### src/srl_pkg.sv
// shared constants for the serial receiver link control registers
package srl_pkg;
  // ==================== register map
  localparam logic [14:0] ADDR_TUNE_A     = 15'h02ab;
  localparam logic [14:0] ADDR_CAL2       = 15'h02ae;
  localparam logic [14:0] ADDR_TUNE_B     = 15'h02b1;
  localparam logic [14:0] ADDR_TUNE_C     = 15'h02b2;
  localparam logic [14:0] ADDR_GEN0       = 15'h0300;
  localparam logic [14:0] ADDR_GEN1       = 15'h0301;
  localparam logic [14:0] ADDR_PAGED_LO   = 15'h0401;
  localparam logic [14:0] ADDR_PAGED_HI   = 15'h047e;
  localparam logic [14:0] ADDR_CSUM_FIRST = 15'h040e;
  localparam logic [14:0] ADDR_CSUM_LAST  = 15'h0446;
  // ==================== reset values
  localparam logic [7:0] RST_TUNE_A   = 8'h93;
  localparam logic [7:0] RST_TUNE_B   = 8'hc3;
  localparam logic [7:0] RST_TUNE_C   = 8'h93;
  localparam logic       RST_CAL2     = 1'h0;
  localparam logic [7:0] RST_GEN0     = 8'h00;
  localparam logic [2:0] RST_SUBCLASS = 3'h1;
  // ==================== field positions
  localparam int unsigned GEN0_CSUM_BIT = 6;
  localparam int unsigned GEN0_MODE_BIT = 3;
  localparam int unsigned GEN0_PAGE_BIT = 2;
  localparam int unsigned CSUM_IDX_LSB  = 3;
  localparam logic [2:0]  SUBCLASS_ONE  = 3'h1;
  // per packed byte: low field mask, high field mask and its shift; lane id byte left out
  localparam logic [12:0][7:0] FLD_LO_MASK = {8'h00, 8'h00, 8'h1f, 8'h1f, 8'h1f, 8'h1f,
    8'hff, 8'h1f, 8'hff, 8'h1f, 8'h00, 8'h0f, 8'hff};
  localparam logic [12:0][7:0] FLD_HI_MASK = {8'h00, 8'h00, 8'h80, 8'he0, 8'he0, 8'hc0,
    8'h00, 8'h00, 8'h00, 8'h80, 8'h00, 8'h00, 8'h00};
  localparam logic [12:0][2:0] FLD_HI_SHIFT = {3'h0, 3'h0, 3'h7, 3'h5, 3'h5, 3'h6,
    3'h0, 3'h0, 3'h0, 3'h7, 3'h0, 3'h0, 3'h0};
  // ==================== serial frame: 16 command bits then 8 data bits
  localparam logic [4:0] SPI_CMD_LAST   = 5'h0f;
  localparam logic [4:0] SPI_FRAME_LAST = 5'h17;
  typedef enum logic [1:0] {SRL_CMD, SRL_DATA, SRL_HOLD} srl_spi_state_t;
endpackage

### src/srl_param_sum.sv
// local link parameter checksum for one link, one result per lane
module srl_param_sum (
  // clock and reset
  input  wire logic             clk_i,
  input  wire logic             arst_n_i,
  // configuration
  input  wire logic [12:0][7:0] cfg_i,
  input  wire logic [7:0][4:0]  lane_id_i,
  input  wire logic             mode_packed_i,
  // stored checksums
  output logic [7:0][7:0]       sum_o
);
  logic [7:0]      field_base;
  logic [7:0]      packed_base;
  logic [7:0][7:0] sum_d;

  always_comb begin
    field_base  = 8'h00;
    packed_base = 8'h00;
    for (int b = 0; b < 13; b++) begin
      packed_base = 8'(packed_base + cfg_i[b]);
      field_base  = 8'(field_base + (cfg_i[b] & srl_pkg::FLD_LO_MASK[b])
                    + ((cfg_i[b] & srl_pkg::FLD_HI_MASK[b]) >> srl_pkg::FLD_HI_SHIFT[b]));
    end
    for (int l = 0; l < 8; l++) begin
      sum_d[l] = mode_packed_i ? packed_base : 8'(field_base + {3'h0, lane_id_i[l]});
    end
  end

  always_ff @(posedge clk_i or negedge arst_n_i) begin
    if (!arst_n_i) begin
      sum_o <= '0;
    end else begin
      sum_o <= sum_d;
    end
  end
endmodule

### src/srl_ctrl_regs.sv
// control register slice of the serial receiver, reached over the serial control port
module srl_ctrl_regs (
  // clock and reset
  input  wire logic             clk_i,
  input  wire logic             arst_n_i,
  // serial control port pins
  input  wire logic             spi_sclk_i,
  input  wire logic             spi_cs_n_i,
  input  wire logic             spi_sdio_i,
  output logic                  spi_sdio_o,
  output logic                  spi_sdio_oe_o,
  // packed link configuration and lane ids
  input  wire logic [12:0][7:0] link0_cfg_i,
  input  wire logic [12:0][7:0] link1_cfg_i,
  input  wire logic [7:0][4:0]  lane_id_i,
  // lane termination
  output logic [7:0]            lane_term_tuning_a_o,
  output logic [7:0]            lane_term_tuning_b_o,
  output logic [7:0]            lane_term_tuning_c_o,
  output logic                  lane_group_two_cal_trigger_o,
  // receiver controls
  output logic                  link_mode_dual_o,
  output logic                  link_page_o,
  output logic [1:0]            link_enable_o,
  output logic [2:0]            local_subclass_select_o,
  output logic                  subclass_one_o
);
  // ==================== pin synchronisers
  logic sclk_m_q, sclk_s_q, sclk_p_q;
  logic cs_m_q, cs_s_q;
  logic sdio_m_q, sdio_s_q;

  always_ff @(posedge clk_i or negedge arst_n_i) begin
    if (!arst_n_i) begin
      sclk_m_q <= 1'h0;
      sclk_s_q <= 1'h0;
      sclk_p_q <= 1'h0;
      cs_m_q   <= 1'h1;
      cs_s_q   <= 1'h1;
      sdio_m_q <= 1'h0;
      sdio_s_q <= 1'h0;
    end else begin
      sclk_m_q <= spi_sclk_i;
      sclk_s_q <= sclk_m_q;
      sclk_p_q <= sclk_s_q;
      cs_m_q   <= spi_cs_n_i;
      cs_s_q   <= cs_m_q;
      sdio_m_q <= spi_sdio_i;
      sdio_s_q <= sdio_m_q;
    end
  end

  // ==================== serial frame engine
  srl_pkg::srl_spi_state_t st_d, st_q;
  logic [4:0]  cnt_d, cnt_q;
  logic [14:0] sh_d, sh_q;
  logic [14:0] addr_d, addr_q;
  logic        rd_d, rd_q;
  logic [7:0]  out_d, out_q;
  logic [7:0]  wsh_d, wsh_q;
  logic        rise;
  logic        load_rd;
  logic        wr_en;
  logic [15:0] cmd;
  logic [7:0]  wr_data;
  logic [7:0]  rd_data;

  assign rise    = sclk_s_q & ~sclk_p_q;
  assign cmd     = {sh_q, sdio_s_q};
  assign wr_data = {wsh_q[6:0], sdio_s_q};

  always_comb begin
    st_d    = st_q;
    cnt_d   = cnt_q;
    sh_d    = sh_q;
    addr_d  = addr_q;
    rd_d    = rd_q;
    out_d   = out_q;
    wsh_d   = wsh_q;
    load_rd = 1'h0;
    wr_en   = 1'h0;
    if (cs_s_q) begin
      st_d  = srl_pkg::SRL_CMD;
      cnt_d = 5'h00;
    end else if (rise) begin
      cnt_d = cnt_q + 5'h01;
      unique case (st_q)
        srl_pkg::SRL_CMD: begin
          sh_d = cmd[14:0];
          if (cnt_q == srl_pkg::SPI_CMD_LAST) begin
            st_d    = srl_pkg::SRL_DATA;
            rd_d    = cmd[15];
            addr_d  = cmd[14:0];
            load_rd = cmd[15];
            out_d   = rd_data;
          end
        end
        srl_pkg::SRL_DATA: begin
          out_d = {out_q[6:0], 1'h0};
          wsh_d = wr_data;
          if (cnt_q == srl_pkg::SPI_FRAME_LAST) begin
            st_d  = srl_pkg::SRL_HOLD;
            wr_en = ~rd_q;
          end
        end
        srl_pkg::SRL_HOLD: begin
          cnt_d = cnt_q;
        end
        default: begin
          st_d = srl_pkg::SRL_CMD;
        end
      endcase
    end
  end

  always_ff @(posedge clk_i or negedge arst_n_i) begin
    if (!arst_n_i) begin
      st_q   <= srl_pkg::SRL_CMD;
      cnt_q  <= 5'h00;
      sh_q   <= 15'h0000;
      addr_q <= 15'h0000;
      rd_q   <= 1'h0;
      out_q  <= 8'h00;
      wsh_q  <= 8'h00;
    end else begin
      st_q   <= st_d;
      cnt_q  <= cnt_d;
      sh_q   <= sh_d;
      addr_q <= addr_d;
      rd_q   <= rd_d;
      out_q  <= out_d;
      wsh_q  <= wsh_d;
    end
  end

  assign spi_sdio_o    = out_q[7];
  assign spi_sdio_oe_o = (st_q == srl_pkg::SRL_DATA) & rd_q & ~cs_s_q;

  // ==================== control registers
  logic [7:0] tune_a_d, tune_a_q;
  logic [7:0] tune_b_d, tune_b_q;
  logic [7:0] tune_c_d, tune_c_q;
  logic       cal_d, cal_q;
  logic       trig_d, trig_q;
  logic       csum_mode_d, csum_mode_q;
  logic       mode_d, mode_q;
  logic       page_d, page_q;
  logic [1:0] en_d, en_q;
  logic [2:0] sub_d, sub_q;

  always_comb begin
    tune_a_d    = tune_a_q;
    tune_b_d    = tune_b_q;
    tune_c_d    = tune_c_q;
    cal_d       = cal_q;
    csum_mode_d = csum_mode_q;
    mode_d      = mode_q;
    page_d      = page_q;
    en_d        = en_q;
    sub_d       = sub_q;
    if (wr_en) begin
      unique case (addr_q)
        srl_pkg::ADDR_TUNE_A: tune_a_d = wr_data;
        srl_pkg::ADDR_TUNE_B: tune_b_d = wr_data;
        srl_pkg::ADDR_TUNE_C: tune_c_d = wr_data;
        srl_pkg::ADDR_CAL2:   cal_d = wr_data[0];
        srl_pkg::ADDR_GEN0: begin
          csum_mode_d = wr_data[srl_pkg::GEN0_CSUM_BIT];
          mode_d      = wr_data[srl_pkg::GEN0_MODE_BIT];
          page_d      = wr_data[srl_pkg::GEN0_PAGE_BIT];
          en_d        = wr_data[1:0];
        end
        srl_pkg::ADDR_GEN1:   sub_d = wr_data[2:0];
        default: begin
        end
      endcase
    end
    trig_d = cal_d & ~cal_q;
  end

  always_ff @(posedge clk_i or negedge arst_n_i) begin
    if (!arst_n_i) begin
      tune_a_q    <= srl_pkg::RST_TUNE_A;
      tune_b_q    <= srl_pkg::RST_TUNE_B;
      tune_c_q    <= srl_pkg::RST_TUNE_C;
      cal_q       <= srl_pkg::RST_CAL2;
      trig_q      <= 1'h0;
      csum_mode_q <= srl_pkg::RST_GEN0[srl_pkg::GEN0_CSUM_BIT];
      mode_q      <= srl_pkg::RST_GEN0[srl_pkg::GEN0_MODE_BIT];
      page_q      <= srl_pkg::RST_GEN0[srl_pkg::GEN0_PAGE_BIT];
      en_q        <= srl_pkg::RST_GEN0[1:0];
      sub_q       <= srl_pkg::RST_SUBCLASS;
    end else begin
      tune_a_q    <= tune_a_d;
      tune_b_q    <= tune_b_d;
      tune_c_q    <= tune_c_d;
      cal_q       <= cal_d;
      trig_q      <= trig_d;
      csum_mode_q <= csum_mode_d;
      mode_q      <= mode_d;
      page_q      <= page_d;
      en_q        <= en_d;
      sub_q       <= sub_d;
    end
  end

  assign lane_term_tuning_a_o         = tune_a_q;
  assign lane_term_tuning_b_o         = tune_b_q;
  assign lane_term_tuning_c_o         = tune_c_q;
  assign lane_group_two_cal_trigger_o = trig_q;
  assign link_mode_dual_o             = mode_q;
  assign link_page_o                  = page_q;
  assign link_enable_o                = en_q;
  assign local_subclass_select_o      = sub_q;
  assign subclass_one_o               = (sub_q == srl_pkg::SUBCLASS_ONE);

  // ==================== checksums and read mux
  logic [7:0][7:0] sum0, sum1;
  logic [14:0]     rd_addr;
  logic [14:0]     csum_off;
  logic            csum_hit;
  logic [7:0]      csum_sel;

  srl_param_sum u_sum0 (
    .clk_i         (clk_i),
    .arst_n_i      (arst_n_i),
    .cfg_i         (link0_cfg_i),
    .lane_id_i     (lane_id_i),
    .mode_packed_i (csum_mode_q),
    .sum_o         (sum0)
  );

  srl_param_sum u_sum1 (
    .clk_i         (clk_i),
    .arst_n_i      (arst_n_i),
    .cfg_i         (link1_cfg_i),
    .lane_id_i     (lane_id_i),
    .mode_packed_i (csum_mode_q),
    .sum_o         (sum1)
  );

  assign rd_addr  = cmd[14:0];
  assign csum_off = rd_addr - srl_pkg::ADDR_CSUM_FIRST;
  assign csum_hit = (rd_addr >= srl_pkg::ADDR_CSUM_FIRST) && (csum_off[2:0] == 3'h0)
                    && (rd_addr <= srl_pkg::ADDR_CSUM_LAST);
  assign csum_sel = page_q ? sum1[csum_off[srl_pkg::CSUM_IDX_LSB +: 3]]
                           : sum0[csum_off[srl_pkg::CSUM_IDX_LSB +: 3]];

  always_comb begin
    rd_data = 8'h00;
    case (rd_addr)
      srl_pkg::ADDR_TUNE_A: rd_data = tune_a_q;
      srl_pkg::ADDR_TUNE_B: rd_data = tune_b_q;
      srl_pkg::ADDR_TUNE_C: rd_data = tune_c_q;
      srl_pkg::ADDR_CAL2:   rd_data = {7'h00, cal_q};
      srl_pkg::ADDR_GEN0:   rd_data = {1'h0, csum_mode_q, 2'h0, mode_q, page_q, en_q};
      srl_pkg::ADDR_GEN1:   rd_data = {5'h00, sub_q};
      default: begin
        if (csum_hit) begin
          rd_data = csum_sel;
        end
      end
    endcase
  end
endmodule

### config.mk
export PLATFORM = sky130hd
export DESIGN_NAME = srl_ctrl_regs
export DESIGN_NICKNAME = d
export VERILOG_FILES = /design/src/srl_pkg.sv /design/src/srl_param_sum.sv /design/src/srl_ctrl_regs.sv
export SDC_FILE = /design/constraint.sdc
export NUM_CORES = 1
export LEC_CHECK = 0
export BUFFER_PORTS_ARGS = -buffer_cell sky130_fd_sc_hd__buf_2
export CAP_MARGIN = 25
export CORE_MARGIN = 1.5
export CORE_UTILIZATION = 59
export CTS_CLUSTER_SIZE = 20
export DETAILED_ROUTE_END_ITERATION = 12
export GPL_TIMING_DRIVEN = 0
export HOLD_SLACK_MARGIN = 0.03
export PLACE_DENSITY = 0.89
export SKIP_CTS_REPAIR_TIMING = 1
export SYNTH_ARGS = -nofsm -noshare
export SYNTH_HDL_FRONTEND = slang
export SYNTH_SLANG_ARGS = --single-unit
### constraint.sdc
create_clock -name clk_i -period 3.8 [get_ports clk_i]
set_clock_uncertainty 0.1 [all_clocks]
set_input_delay 0.76 -clock clk_i [delete_from_list [all_inputs] [get_ports clk_i]]
set_output_delay 0.76 -clock clk_i [all_outputs]
set_load 0.02 [all_outputs]
==> results.yml <==
outcome:
  status: "finished, violations left"
  violations: "setup timing"
detailed_routing:
  drc_errors: 0
  drt_first_pass_iters: 6
  drt_iter0_drc: 1958
  avgViaCountPerCell: 6.41
  wl_per_cell_um: 26.8
  vias: 16500
  wl_um: 69300
  ant_nets: 0
yosys:
  seq_area_frac_synth_pct: 28.5
  syn-num-nets: 2376
  synth_top_cell_area_share_pct: 26.4
  synth_ff_type: "dfrtp_1"
  ys_ff_latch: 222
  postSynthCellCount: 1738
  yosys-top-cells-area: "dfrtp_1 (26%), fa_1 (26%), ha_1 (8.4%)"
  synth-edff-count: 0
  ys_async_sr_fraction_pct: 100
  avgSynthCellArea_sq_um: 11.3
  synth_top_area_cell: "dfrtp_1"
  yosysWarnings: 0
  ys_types: 52
  synthesis.area_sq_mm: 0.0196
grt:
  grt_start_max_net_pins: 139
  grt_antenna_before_repair: 5
  grt_pass1_vias: 16100
  gr-usage-all-layers_pct: 31.9
  gr-total-overflow: 0
  grt_pass1_wl_um: 82300
clock_tree:
  htree_levels: 1
  cts_buffers: 23
  cts_root_buf: "clkbuf_16"
  cts_tree: "yes"
  insertion_delay_ns: 0.52
  path_clk_slew_ns: 0.06
  cts_num_sinks: 222
  cts_buffer_depth: 3
sta:
  rsz0062_at_grt: "true"
  setup_slack_ns: -2.09
  setup_viol: 113
  hold_viol: 0
  setup-tns-final_ns: -148.19
  layout_min_cycle_time_ns: 5.89
  worst_slew_pin_slew_ns: 1.14
  fmax_mhz: 170
  fin_crit_sh_pct: 155
  slew_violations: 0
  slew_headroom_pct: 24.1
setup_path:
  worst-r2r-cell-count: 9
  crit_type: "primary input to register"
  worst_setup_path_end_kind: "register"
  worstSetupStartpointType: "primary input"
  critPathMaxFanout: 7
  critPathRequiredTime_ns: 4.14
  crit_arrival_ns: 6.22
floorplan:
  dieArea_sq_mm: 0.0343
  io_pins: 288
  die_w_um: 185
  die_h_um: 185
  initial_utilization_pct: 60.0
  core_sq_mm: 0.0326
  rows: 66
cells_and_area:
  final_area_sq_mm: 0.0248
  drive_gt1_share_pct: 37.1
  area_growth_syn_to_layout_pct: 26.5
  finalNetCount: 2755
  layout_commonest_cell: "buf_2"
  final_cell_mix: "buf_2 (285), inv_1 (252), fa_1 (231)"
place:
  dpl.hpwl_um: 42800
  gp_congestion: 0.941
  port_buffers: 287
  placed_area_sq_mm: 0.0219
min_path:
  holdCritPathClass: "primary input to async pin"
flow_run:
  cap_violations: 0
[area by class of cell]
| type | instances | area (sq um) |
|---|---|---|
| diodes | 6 | 15.0 |
| plain buffers | 43 | 204 |
| clock buffers | 30 | 642 |
| clock inverters | 11 | 165 |
| fillers | 1771 | 7850 |
| inverters | 304 | 1190 |
| multi-input cells | 1169 | 14200 |
| flip-flops and latches | 222 | 5570 |
| well taps | 442 | 553 |
| repair buffers | 353 | 2200 |
| repair inverters | 1 | 7.51 |
[path summary, 6_finish.rpt]
check,start,end,slack (ns)
worst max-delay path,link1_cfg_i[64],u_sum1.sum_o[31],-2.09
worst min-delay path,arst_n_i,cnt_q[2],0.15
worst max register to register,sh_q[0],out_q[7],0
worst min register to register,sdio_m_q,sdio_s_q,0.25
max in group asynchronous,arst_n_i,u_sum0.sum_o[1],2.38
min in group clk_i,spi_cs_n_i,cs_m_q,0.25
[stage by stage]
stage	instances	hold WS, ns	setup slack, ns	util (%)
finish	2581	0.148	-2.09	75.9
global route	2575	0.190	-2.09	75.9
CTS	2511	0.167	-1.83	69.5
detailed placement	2470	0.244	-2.38	67.0
global placement	2467	0.237	-2.20	66.9
floorplan	1738	0.231	-1.41	-
[critical path, cell delays in order]
cell and delay (ns):
buf_2 0.13, fa_1 0.55, inv_1 0.06, fa_1 0.36, inv_1 0.08, fa_1 0.44, inv_1 0.28, fa_2 0.52
fa_2 0.64, clkinvlp_4 0.26, ha_1 0.46, a21o_1 0.29, a21oi_2 0.52, o21bai_4 0.22, a21oi_4 0.22, nor2_4 0.06
xor2_2 0.18, o21ai_1 0.16
[cell usage after synthesis, drive strengths merged (2+ instances only)]
library cell,count
buf,13
dfstp,15
xnor2,91
a31oi,4
nand4,3
ha,131
mux4,32
o21a,16
fa,254
a21oi,69
mux2i,15
nand3,3
a221oi,8
nor3,3
o21bai,20
dfrtp,207
nor3b,5
o21ai,120
a21o,26
xnor3,2
a211oi,5
nor4,9
mux2,75
o22ai,3
a22o,7
nand2,34
nand3b,2
and4b,3
xor2,79
or3,2
or4,4
nor2,109
clkbuf,30
nor2b,19
inv,304
nand2b,6
nand4b,2
[sequential cells by signal, indices dropped and copies added, names as in the netlist, 2 cells and up]
register / flops
cnt_q: 5
u_sum0.sum_o: 64
lane_term_tuning_a_o: 8
local_subclass_select_o: 3
out_q: 8
lane_term_tuning_b_o: 8
wsh_q: 7
st_q: 2
u_sum1.sum_o: 64
sh_q: 15
addr_q: 15
link_enable_o: 2
lane_term_tuning_c_o: 8
[logic make-up (layout without fill, tap and decap cells)]
group / Yosys count / after routing / share of synthesized area, %
flip-flops: 222 / 222 / 28.5
adder cells (fa/ha/maj): 385 / 385 / 34.3
buffers and inverters: 347 / 742 / 6.81
multiplexers: 122 / 122 / 8.91
other: 0 / 6 / 0
AND/OR/NAND/NOR: 209 / 209 / 5.24
AO/OA/AOI/OAI: 281 / 281 / 8.42
XOR/XNOR: 172 / 172 / 7.83
[metal layers]
metal	GRT usage, %	up-vias	part of all wire [%]
met5	0	-	0.023
met3	6.06	602	12
met2	56.0	1536	47
met4	18.6	2	10
li1	-	6391	-
met1	36.5	8016	31
Power is not shown: default switching activity piles up to over one toggle a cycle in this logic, so the estimate is an artifact.
